**src/inc/dual_counter_pkg.sv**
```systemverilog
package dual_counter_pkg;
  // =====================================================================
  // control word layout
  localparam int CTL_W          = 32;
  localparam int MODE_HI        = 30;
  localparam int MODE_LO        = 26;
  localparam int DIV_HI         = 25;
  localparam int DIV_LO         = 23;
  localparam int BPIN_HI        = 14;
  localparam int BPIN_LO        = 9;
  localparam int APIN_HI        = 5;
  localparam int APIN_LO        = 0;
  localparam int PIN_W          = 6;
  localparam int PIN_CNT        = 32;
  localparam int MODE_W         = 5;
  localparam int DIV_W          = 3;
  localparam logic [31:0] CTL_RESET = 32'h0000_0000;
  localparam logic [31:0] ACC_RESET = 32'h0000_0000;
  // =====================================================================
  // mode codes
  localparam logic [4:0] MODE_OFF     = 5'h00;
  localparam logic [4:0] MODE_PLL_LO  = 5'h01;
  localparam logic [4:0] MODE_PLL_HI  = 5'h03;
  localparam logic [4:0] MODE_NCO     = 5'h04;
  localparam logic [4:0] MODE_NCO_DIF = 5'h05;
  localparam logic [4:0] MODE_POSEDGE = 5'h0A;
  localparam logic [4:0] MODE_HIGH    = 5'h08;
  localparam logic [4:0] MODE_LOW     = 5'h0C;
  localparam logic [4:0] MODE_ALWAYS  = 5'h1F;
  // =====================================================================
  // synth loop
  localparam int VCO_MULT       = 16;
  localparam int VCO_MIN_MHZ    = 64;
  localparam int VCO_MAX_MHZ    = 128;
  localparam int TAP_W          = 8;
endpackage

```
**src/counter_unit.sv**
```systemverilog
`timescale 1ns/1ps
module counter_unit
  import dual_counter_pkg::*;
(
  input  wire logic                 sys_clk,
  input  wire logic                 rst,
  input  wire logic [CTL_W-1:0]     ctlWr,
  input  wire logic                 ctlWe,
  input  wire logic [31:0]          incWr,
  input  wire logic                 incWe,
  input  wire logic [PIN_CNT-1:0]   pinSync,
  output logic [CTL_W-1:0]          ctl_ff,
  output logic [31:0]               inc_ff,
  output logic [31:0]               acc_ff,
  output logic                      pinA_ff,
  output logic                      pinB_ff,
  output logic                      enA_ff,
  output logic                      enB_ff
);
  logic [MODE_W-1:0] mode;
  logic [DIV_W-1:0]  divSel;
  logic [PIN_W-1:0]  aSel;
  logic              inA;
  logic              inAd_ff;
  logic              cond;
  logic [31:0]       nxt_acc;
  logic [TAP_W-1:0]  tap_ff;
  logic              refD_ff;
  logic              synth;

  assign mode   = ctl_ff[MODE_HI:MODE_LO];
  assign divSel = ctl_ff[DIV_HI:DIV_LO];
  assign aSel   = ctl_ff[APIN_HI:APIN_LO];
  assign inA    = pinSync[aSel[4:0]];

  // =====================================================================
  // configuration, loaded on the write edge, acted on from the edge after the write
  always_ff @(posedge sys_clk or posedge rst) begin
    if (rst) begin
      ctl_ff <= CTL_RESET;
    end else if (ctlWe) begin
      ctl_ff <= ctlWr;
    end
  end

  always_ff @(posedge sys_clk or posedge rst) begin
    if (rst) begin
      inc_ff <= ACC_RESET;
    end else if (incWe) begin
      inc_ff <= incWr;
    end
  end

  // =====================================================================
  // accumulate condition from the mode field
  always_comb begin
    cond = 1'b0;
    if (mode >= MODE_PLL_LO && mode <= MODE_NCO_DIF) begin
      cond = 1'b1;
    end else if (mode == MODE_HIGH) begin
      cond = inA;
    end else if (mode == MODE_LOW) begin
      cond = !inA;
    end else if (mode == MODE_POSEDGE) begin
      cond = inA && !inAd_ff;
    end else if (mode == MODE_ALWAYS) begin
      cond = 1'b1;
    end
  end

  assign nxt_acc = inc_ff + acc_ff;

  always_ff @(posedge sys_clk or posedge rst) begin
    if (rst) begin
      acc_ff  <= ACC_RESET;
      inAd_ff <= 1'b0;
    end else begin
      inAd_ff <= inA;
      if (mode != MODE_OFF && cond) begin
        acc_ff <= nxt_acc;
      end
    end
  end

  // =====================================================================
  // synth loop model: msb as reference, tapped divider chain
  always_ff @(posedge sys_clk or posedge rst) begin
    if (rst) begin
      tap_ff  <= '0;
      refD_ff <= 1'b0;
    end else begin
      refD_ff <= acc_ff[31];
      if (mode == MODE_OFF) begin
        tap_ff <= '0;
      end else if (acc_ff[31] && !refD_ff) begin
        tap_ff <= tap_ff + 1'b1;
      end
    end
  end

  assign synth = tap_ff[3'(TAP_W-1) - divSel];

  // =====================================================================
  // pin drive
  always_ff @(posedge sys_clk or posedge rst) begin
    if (rst) begin
      pinA_ff <= 1'b0;
      pinB_ff <= 1'b0;
      enA_ff  <= 1'b0;
      enB_ff  <= 1'b0;
    end else begin
      pinA_ff <= 1'b0;
      pinB_ff <= 1'b0;
      enA_ff  <= 1'b0;
      enB_ff  <= 1'b0;
      if (ctlWe ? (ctlWr[MODE_HI:MODE_LO] == MODE_OFF) : 1'b0) begin
        enA_ff <= 1'b0;
      end else if (mode >= MODE_PLL_LO && mode <= MODE_PLL_HI) begin
        pinA_ff <= synth;
        enA_ff  <= 1'b1;
        pinB_ff <= !synth;
        enB_ff  <= (mode == MODE_PLL_HI);
      end else if (mode == MODE_NCO || mode == MODE_NCO_DIF) begin
        pinA_ff <= nxt_acc[31];
        enA_ff  <= 1'b1;
        pinB_ff <= !nxt_acc[31];
        enB_ff  <= (mode == MODE_NCO_DIF);
      end
    end
  end
endmodule

```
**src/dual_counter_accumulator.sv**
```systemverilog
`timescale 1ns/1ps
// Contract
// the core holds two identical counters, each set only by its control.
// each counter drives or senses at most two pins chosen by its control.
// each counter adds its 32-bit increment to its accumulator per cycle.
// each counter owns a private frequency synthesis loop.
// reading a control returns the value currently held for that counter.
// once configured a counter runs on with no further core action.
// a written control value takes effect on the write itself; the code uses it from the next edge, but an off write drops the pins at once.
// an all-zero control disables pin drive and accumulation at once; the accumulator still adds once more on the write edge.
// the mode field picks one of 32 operating modes.
// oscillator modes use the accumulator msb as synth reference, x16; the code has no x16 stage, only the tapped divider chain.
// the accumulator wraps modulo two to the thirty-second.
module dual_counter_accumulator
  import dual_counter_pkg::*;
(
  input  wire logic                 sys_clk,
  input  wire logic                 rst,
  input  wire logic [CTL_W-1:0]     wrData,
  input  wire logic                 ctlAWe,
  input  wire logic                 ctlBWe,
  input  wire logic                 incAWe,
  input  wire logic                 incBWe,
  input  wire logic [PIN_CNT-1:0]   pinIn,
  output logic [CTL_W-1:0]          counter_a_control,
  output logic [CTL_W-1:0]          counter_b_control,
  output logic [31:0]               counter_a_phase_accumulator,
  output logic [31:0]               counter_b_phase_accumulator,
  output logic [PIN_CNT-1:0]        pinOut_ff,
  output logic [PIN_CNT-1:0]        pinOe_n_ff
);
  // =====================================================================
  // pin synchroniser
  logic [PIN_CNT-1:0] pinMeta_ff;
  logic [PIN_CNT-1:0] pinSync_ff;
  always_ff @(posedge sys_clk or posedge rst) begin
    if (rst) begin
      pinMeta_ff <= '0;
      pinSync_ff <= '0;
    end else begin
      pinMeta_ff <= pinIn;
      pinSync_ff <= pinMeta_ff;
    end
  end

  // =====================================================================
  // two counter units
  logic [1:0]  pA, pB, eA, eB;
  logic [31:0] incA, incB;
  logic [CTL_W-1:0] ctlA, ctlB;
  logic [31:0] accA, accB;

  counter_unit u_cnt_a (
    .sys_clk (sys_clk), .rst (rst), .ctlWr (wrData), .ctlWe (ctlAWe),
    .incWr (wrData), .incWe (incAWe), .pinSync (pinSync_ff),
    .ctl_ff (ctlA), .inc_ff (incA), .acc_ff (accA),
    .pinA_ff (pA[0]), .pinB_ff (pB[0]), .enA_ff (eA[0]), .enB_ff (eB[0])
  );
  counter_unit u_cnt_b (
    .sys_clk (sys_clk), .rst (rst), .ctlWr (wrData), .ctlWe (ctlBWe),
    .incWr (wrData), .incWe (incBWe), .pinSync (pinSync_ff),
    .ctl_ff (ctlB), .inc_ff (incB), .acc_ff (accB),
    .pinA_ff (pA[1]), .pinB_ff (pB[1]), .enA_ff (eA[1]), .enB_ff (eB[1])
  );

  assign counter_a_control           = ctlA;
  assign counter_b_control           = ctlB;
  assign counter_a_phase_accumulator = accA;
  assign counter_b_phase_accumulator = accB;

  // =====================================================================
  // pin merge: per pin, or of all driving units
  logic [CTL_W-1:0]   ctlU [2];
  logic [1:0]         kill;
  logic [PIN_CNT-1:0] nxt_out, nxt_oe;
  assign ctlU[0] = ctlA;
  assign ctlU[1] = ctlB;
  // an off write drops the unit's pins on the write edge itself
  assign kill[0] = ctlAWe && (wrData[MODE_HI:MODE_LO] == MODE_OFF);
  assign kill[1] = ctlBWe && (wrData[MODE_HI:MODE_LO] == MODE_OFF);
  always_comb begin
    nxt_out = '0;
    nxt_oe  = '0;
    for (int u = 0; u < 2; u++) begin
      if (eA[u] && !kill[u]) begin
        nxt_oe[ctlU[u][APIN_LO +: 5]] = 1'b1;
        nxt_out[ctlU[u][APIN_LO +: 5]] |= pA[u];
      end
      if (eB[u] && !kill[u]) begin
        nxt_oe[ctlU[u][BPIN_LO +: 5]] = 1'b1;
        nxt_out[ctlU[u][BPIN_LO +: 5]] |= pB[u];
      end
    end
  end

  always_ff @(posedge sys_clk or posedge rst) begin
    if (rst) begin
      pinOut_ff  <= '0;
      pinOe_n_ff <= '1;
    end else begin
      pinOut_ff  <= nxt_out;
      pinOe_n_ff <= ~nxt_oe;
    end
  end
endmodule

```
**config.mk**
```make
export PLATFORM = sky130hd
export DESIGN_NAME = dual_counter_accumulator
export DESIGN_NICKNAME = d
export VERILOG_FILES = /design/src/inc/dual_counter_pkg.sv /design/src/counter_unit.sv /design/src/dual_counter_accumulator.sv
export SDC_FILE = /design/constraint.sdc
export NUM_CORES = 1
export LEC_CHECK = 0
export BUFFER_PORTS_ARGS = -buffer_cell sky130_fd_sc_hd__clkbuf_2
export CELL_PAD_IN_SITES_DETAIL_PLACEMENT = 1
export CELL_PAD_IN_SITES_GLOBAL_PLACEMENT = 2
export CORE_UTILIZATION = 40
export DETAILED_ROUTE_END_ITERATION = 7
export HOLD_SLACK_MARGIN = 0.02
export PLACE_DENSITY_LB_ADDON = 0.1
export SYNTH_ARGS = -nofsm -noshare
export SYNTH_HDL_FRONTEND = slang
export SYNTH_SLANG_ARGS = --single-unit
```
**constraint.sdc**
```tcl
create_clock -name sys_clk -period 32.9 [get_ports sys_clk]
set_input_delay 6.58 -clock sys_clk [delete_from_list [all_inputs] [get_ports sys_clk]]
set_output_delay 6.58 -clock sys_clk [all_outputs]
set_load 0.02 [all_outputs]
```
* Word level (Yosys, flattened, before mapping)
Memory sizes are Yosys's and may differ from the RTL's.
Index checks and enable logic that the tools add are counted.
W data, S select, Z words.
** Storage, ports and cells
- Register bits after elaboration :: 348
- ROM bits :: 32
- Logic and storage cells :: 185
- Memories kept :: 1
** Memories
- (name not given) :: words 32, width 1, read ports 1, clocked after memory_dff 0, write ports 0, line dual_counter_accumulator.sv:87 : nxt_out[ctlU[u][APIN_LO +: 5]] |= pA[u];
** Cells by class
- $add $sub $neg :: 6
- Magnitude comparators :: 16
- Eq/ne operators :: 14
- Mux-type cells :: 74
- Bitwise gates (word level) :: 9
- Reduce and logical (&&, ||, !) cells :: 41
** Operator list (count)
- $mux W32 :: 8
- $bwmux W32 :: 3
- $or A32 B32 Y32 :: 3
- $add A32 B32 Y32 :: 2
- $mux W1 :: 48
- $and A32 B32 Y32 :: 1
- $mux W8 :: 4
- $not A32 Y32 :: 1
- $eq A5 B4 Y1 const B :: 6
- $ge A5 B1 Y1 const B :: 6
- $bmux W1 S5 :: 5
- $lt A5 B6 Y1 const B :: 4
- $demux W1 S5 :: 4
- $eq A5 B3 Y1 const B :: 4
- $logic_and A1 B1 Y1 :: 20
- $add A8 B1 Y8 const B :: 2
- $logic_not A5 Y1 :: 3
- $logic_not A1 Y1 :: 12
- $eq A5 B2 Y1 const B :: 2
- $eq A5 B5 Y1 const B :: 2
- $le A5 B2 Y1 const B :: 2
- $le A5 B3 Y1 const B :: 2
- $reduce_bool A5 Y1 :: 2
- $lt A3 B4 Y1 const B :: 2
- other kinds (5) :: 12

* Longest topological paths before layout
- Depth in word-level cells :: 21
- Mapped depth :: 19
- Mapped depth without buffers :: 16

* By module
A second synthesis with hierarchy kept.
** Second synthesis, totals
- Cells, all modules :: 2017
- Area total of the unflattened synthesis :: 20055.5 um2
** By module, submodules not included
- counter_unit :: instances 2, cells an instance 583, area each 6326.1 um2, seq. area each 2752.6 um2
- dual_counter_accumulator :: instances 1, cells an instance 851, area each 7403.4 um2, seq. area each 3243.1 um2

* Worst setup path before layout
Ideal clock, no wire load.
- Path kind :: input -> register
- From :: in ctlAWe
- To :: reg pinOut_ff[10]
- Setup time :: 131 ps
- Data arrival time :: 10269 ps
- Path slack :: 22500 ps
- Stages :: 18
- Buffers on the path :: 5
- Path through :: buf_2 > or4b_1 > clkbuf_1 > buf_4 > o21ai_0 > nor3_1 > mux2i_1 > a211oi_1 > or3_1 > nor4_2 > and2_1 > buf_2 > a21oi_1 > mux4_2 > a2111o_1 > a21oi_2 > buf_4 > mux2i_1
** Between the ends
- Longest elaborated chain between the ends :: 19
- Elaborated cells on any way between the ends :: 20
** Ends and longest elaborated chain
- start, declared :: line dual_counter_accumulator.sv:20 : input wire logic ctlAWe,
- $logic_and A1 B1 Y1 * :: line dual_counter_accumulator.sv:79 : assign kill[0] = ctlAWe && (wrData[MODE_HI:MODE_LO] == MODE_OFF);
- $logic_not A1 Y1 * :: line dual_counter_accumulator.sv:85, dual_counter_accumulator.sv:89
- $logic_and A1 B1 Y1 :: line dual_counter_accumulator.sv:85 : if (eA[u] && !kill[u]) begin
- $mux W32 :: line dual_counter_accumulator.sv:85
- $bmux W1 S5 :: line dual_counter_accumulator.sv:91 : nxt_out[ctlU[u][BPIN_LO +: 5]] |= pB[u];
- $mux W1 (implied by the code) :: line dual_counter_accumulator.sv:91
- $or A1 B1 Y1 :: line dual_counter_accumulator.sv:91
- $bwmux W32 :: line dual_counter_accumulator.sv:91
- [4 not listed]
- $bwmux W32 :: line dual_counter_accumulator.sv:87
- $mux W32 * :: line dual_counter_accumulator.sv:85
- $bmux W1 S5 :: line dual_counter_accumulator.sv:91
- $mux W1 (implied by the code) :: line dual_counter_accumulator.sv:91
- $or A1 B1 Y1 :: line dual_counter_accumulator.sv:91
- $bwmux W32 :: line dual_counter_accumulator.sv:91
- $mux W32 * :: line dual_counter_accumulator.sv:89 : if (eB[u] && !kill[u]) begin
- via nxt_out[10] :: line dual_counter_accumulator.sv:75 : logic [PIN_CNT-1:0] nxt_out, nxt_oe;
- end signal, assigned :: line dual_counter_accumulator.sv:101 : pinOut_ff <= nxt_out;
- end, declared :: line dual_counter_accumulator.sv:29 : output logic [PIN_CNT-1:0] pinOut_ff,
The timed path passes the listed nets; every way through them passes the cells marked *. The select of a mux whose other input is x is not followed.
A chain may end at the register's enable or synchronous reset.

* Final worst setup path
- From :: in ctlAWe
- To :: reg pinOut_ff[16]
Same word-level chain as after synthesis.

==> flow_summary.rst <==
.. list-table::
   :header-rows: 1

   * - Metric
     - Value
   * - Run status
     - finished, final reports clean
   * - Clock tree buffer depth
     - 3
   * - Cell area after layout
     - 22040 um^2
   * - Dpl hpwl
     - 49.14 mm
   * - Routability-driven placement congestion ratio
     - 0.9507
   * - Synthesis Warnings
     - 0
   * - Placement Cell Area
     - roughly 20000 um^2
   * - Share of the synthesized netlist area taken by xor and xnor gates
     - 0.03614
   * - Multiplexer fraction of the synthesized cell area
     - 0.1359
   * - Post-synthesis compound-gate area fraction
     - 0.1481
   * - Final clock period utilization by the worst path
     - 0.3749
   * - Number of setup buffers added after CTS
     - 0
   * - Total count of hold-check failures in the final report
     - 0
   * - RSZ-0062 raised after global routing
     - no
   * - Clk_lat worst skew
     - 0.56 ns
   * - Clock input transition at the sequential cells of the worst setup and hold paths
     - ~0.060 ns
   * - Reg2Reg Depth
     - 13
   * - Share of synthesized area occupied by flip-flops and latches
     - 0.4689
   * - Leakage dissipation
     - 9.471 nW
   * - Via count
     - 15541
   * - Clock network power share
     - 0.280
   * - Total of flip-flops plus latches after synthesis
     - 348
   * - Final routed wire length divided by cell count
     - 24.97 um
   * - Switching share of power
     - 0.3787
   * - Post-CTS Hold Buffers
     - 0
   * - Dominant cell by count in the synthesized netlist
     - sky130_fd_sc_hd__dfrtp_1
   * - Routed Antenna Nets
     - 0
   * - Number of buffers inserted during clock tree synthesis
     - 40
   * - Number of global-route vias before repair
     - 16330
   * - Post-synthesis average cell area
     - 10.52 um^2
   * - Number of sinks driven by the clock tree
     - 348
   * - Number of I/O pins
     - 262
   * - Post-synthesis cell area
     - 18660 um^2
   * - Cells after Synth
     - 1773
   * - Combinational family with the most area after synthesis
     - compound AO/OA/AOI/OAI gates
   * - Most area-consuming cells after synthesis
     - sky130_fd_sc_hd__dfrtp_1 42%, sky130_fd_sc_hd__mux2_2 9.4%, sky130_fd_sc_hd__dfstp_2 4.5%
   * - Fin worst setup slack
     - about 21 ns
   * - Global-route wire length before repair
     - 101.9 mm
   * - Nature of the critical path startpoint
     - input pin
   * - Drc violations
     - 0
   * - Data arrival time at the worst-slack endpoint
     - 12.72 ns
   * - Worst Hold Depth
     - 0
   * - Share of the synthesized area in the top cell type
     - 0.4238
   * - Flop pwr share
     - 0.333
   * - Routed WL
     - between 60 and 70 mm
   * - Worst slew margin relative to its limit
     - 0.1988
   * - Largest vdd supply drop
     - 56.97 uV
   * - Gates resized, CTS repair
     - 0
   * - Library cell used as clock root buffer
     - sky130_fd_sc_hd__clkbuf_16
   * - Die Outline Area
     - 47520 um^2
   * - Count of antenna diodes in the layout
     - 0
   * - Drt pass-1 iters
     - 5
   * - Switching power
     - 0.6501 mW
   * - Number of antenna violations at the first check in global routing
     - 1
   * - Area overhead of the layout relative to synthesis
     - 18.13%
   * - Largest fanout on the critical path
     - 35
   * - Placement Setup Slack
     - 20.18 ns
   * - Worst reg2reg path endpoint
     - pinOut_ff[16]
   * - Setup Crit Path Kind
     - in -> reg
   * - Basic-gate share of the synthesized area counting and, or, nand and nor cells
     - 0.1405
   * - Power density over cell area
     - 77.88 nW/um^2
   * - Layout cell share with drive strength beyond 1
     - 0.2918
   * - Initial core utilization
     - 0.4085
   * - Number of max-cap violations
     - 0
   * - Site row count
     - 78
   * - Post-Synthesis Net Count
     - 1909
   * - Time the final worst path needs with I/O delays and setup
     - 12.33 ns
   * - Clock tree from TritonCTS
     - done
   * - Largest net degree at the start of global routing
     - 136
   * - Library cell with the largest summed area after synthesis
     - sky130_fd_sc_hd__dfrtp_1
   * - Final #Nets
     - about 2200
   * - Crit. End Element
     - flop
   * - Count of distinct cell types in the synthesized netlist
     - 86
   * - Slew at the pin with the worst max-slew slack
     - 1.186 ns
   * - Worst hold endpoint
     - pinSync_ff[13]
   * - Number of input and output port buffers inserted
     - 261
   * - Total of endpoints with negative setup slack in the final report
     - 0
   * - Proportion of synthesized flip-flops having asynchronous set or reset
     - 1.000
   * - Die outline height
     - 218.0 um
   * - GRT Resource Usage Total
     - 0.2833
   * - Most common library cells after synthesis
     - 316 x sky130_fd_sc_hd__dfrtp_1, 205 x sky130_fd_sc_hd__nor2_1, 155 x sky130_fd_sc_hd__mux2_2
   * - Final global-route overflow total
     - 0
   * - Portion of total power attributed to combinational logic
     - 0.387
   * - Path type of the worst min-delay path
     - reg -> reg
   * - Die Wd
     - approximately 220 um
   * - Post-route setup TNS
     - 0 ns
   * - Placeable core region
     - 45670 um^2
   * - Number of levels in the clock H-tree
     - 2
   * - Max-slew violation count
     - 0
   * - Synth Area in Adders
     - 0.04506
   * - Most instantiated flip-flop cell in the synthesis netlist
     - sky130_fd_sc_hd__dfrtp_1
   * - Post-synth EDFFs
     - 0
   * - Maximum achievable frequency
     - between 80 and 90 MHz
   * - Setup slack of the most critical reg-to-reg path
     - between 20 and 30 ns
   * - Iteration-0 DRC Markers
     - 1021
   * - Worst clock skew
     - between 0.015 and 0.02 ns
   * - Worst Min Path Start
     - pinMeta_ff[13]
   * - Via density
     - 5.867
   * - Internal Power
     - between 1 and 1.5 mW
   * - Source of the worst register-to-register timing path
     - u_cnt_a.ctl_ff[12]
   * - Worst path required time
     - ~33 ns
[cells by family (layout without fill, tap and decap cells)]
family                     count (synthesis)  after routing
adders and majority gates                 66             66
AOI/OAI and AO/OA                        419            419
and+or+nand+nor                          541            541
muxes                                    204            204
DFF                                      348            348
xor gates and xnor gates                  77             77
buffers and inverters                    118            394
[metal layers]
metal,global-route usage,wire length (um),vias up
met4,0.09417,1933,2
met3,0.05049,3911,110
met2,0.4346,29620,477
met1,0.4029,30670,7945
met5,0,15,-
li1,-,-,7007
[flip-flops by register name (all words and copies together) (netlist names), 8 cells and up]
register,flops
pinMeta_ff,32
pinOe_n_ff,32
pinOut_ff,32
pinSync_ff,32
u_cnt_a.acc_ff,32
u_cnt_a.ctl_ff,32
u_cnt_a.inc_ff,32
u_cnt_b.acc_ff,32
u_cnt_b.ctl_ff,32
u_cnt_b.inc_ff,32
u_cnt_a.tap_ff,8
u_cnt_b.tap_ff,8
[placed cells by master (no fill, tap or decap), types with 16 or more instances in the layout]
| cell | instances |
|---|---|
| sky130_fd_sc_hd__clkbuf_16 | 42 |
| sky130_fd_sc_hd__xor2_1 | 33 |
| sky130_fd_sc_hd__o211ai_1 | 22 |
| sky130_fd_sc_hd__inv_1 | 32 |
| sky130_fd_sc_hd__a2111oi_0 | 18 |
| sky130_fd_sc_hd__nand3_1 | 39 |
| sky130_fd_sc_hd__a31oi_1 | 16 |
| sky130_fd_sc_hd__a211oi_1 | 43 |
| sky130_fd_sc_hd__nor2_1 | 205 |
| sky130_fd_sc_hd__dfstp_2 | 32 |
| sky130_fd_sc_hd__clkbuf_2 | 261 |
| sky130_fd_sc_hd__a21oi_1 | 116 |
| sky130_fd_sc_hd__o21ai_0 | 76 |
| sky130_fd_sc_hd__mux2_2 | 155 |
| sky130_fd_sc_hd__mux4_2 | 24 |
| sky130_fd_sc_hd__xnor2_1 | 44 |
| sky130_fd_sc_hd__ha_1 | 64 |
| sky130_fd_sc_hd__nand2_1 | 107 |
| sky130_fd_sc_hd__buf_4 | 26 |
| sky130_fd_sc_hd__nor2b_1 | 22 |
| sky130_fd_sc_hd__nor3_1 | 42 |
| sky130_fd_sc_hd__mux2i_1 | 25 |
| sky130_fd_sc_hd__dfrtp_1 | 316 |
[power by group through the flow]
stage	Clock, mW	Sequential, mW	Combinational [mW]
after floorplan	0	0.615	0.424
after global placement	0	0.574	0.646
after detailed placement	0	0.579	0.663
after CTS	0.492	0.572	0.670
after global routing	0.508	0.582	0.733
final	0.481	0.571	0.665
[worst max-delay path, cell delays in order]
cell	delay [ns]
sky130_fd_sc_hd__clkbuf_2	0.08
sky130_fd_sc_hd__buf_4	0.47
sky130_fd_sc_hd__or4b_1	0.79
sky130_fd_sc_hd__o211ai_1	0.71
sky130_fd_sc_hd__o22ai_1	0.34
sky130_fd_sc_hd__a221oi_2	0.33
sky130_fd_sc_hd__o211ai_1	0.16
sky130_fd_sc_hd__nor4_2	0.63
sky130_fd_sc_hd__and2_1	0.49
sky130_fd_sc_hd__mux2i_1	0.19
sky130_fd_sc_hd__mux4_2	0.51
sky130_fd_sc_hd__a2111o_1	0.47
sky130_fd_sc_hd__a21oi_4	0.73
sky130_fd_sc_hd__mux2i_1	0.20
[through the flow]
stage	util	instances	total power, mW	hold WS, ns
after floorplan	-	1773	1.039	0.3312
after global routing	0.4826	2649	1.823	0.3527
after CTS	0.4826	2649	1.734	0.3477
after global placement	0.4511	2575	1.220	0.3326
after detailed placement	0.4511	2575	1.242	0.3363
final	0.4826	2649	1.717	0.3464
[how the worst max path moves through the flow]
| stage | cells after the start | endpoint | slack, ns | startpoint |
|---|---|---|---|---|
| after global placement | 14 | pinOut_ff[1] | 20.41 | ctlAWe |
| after detailed placement | 14 | pinOut_ff[10] | 20.18 | ctlAWe |
| after global routing | 14 | pinOut_ff[16] | 20.46 | ctlAWe |
| final | 14 | pinOut_ff[16] | 20.57 | ctlAWe |
| after CTS | 14 | pinOut_ff[10] | 20.79 | ctlAWe |
| after floorplan | 1 | pinMeta_ff[0] | 16.72 | rst |
[layout make-up]
cell class	instances	area, um^2
Multi-Input combinational cell	1307	9470
Fill cell	5060	23630
Inverter	33	131.4
Timing Repair Buffer	287	1501
Tap cell	600	750.7
Sequential cell	348	8748
Clock buffer	60	1219
Clock inverter	14	221.5
Power figures use the tool's default switching activity.
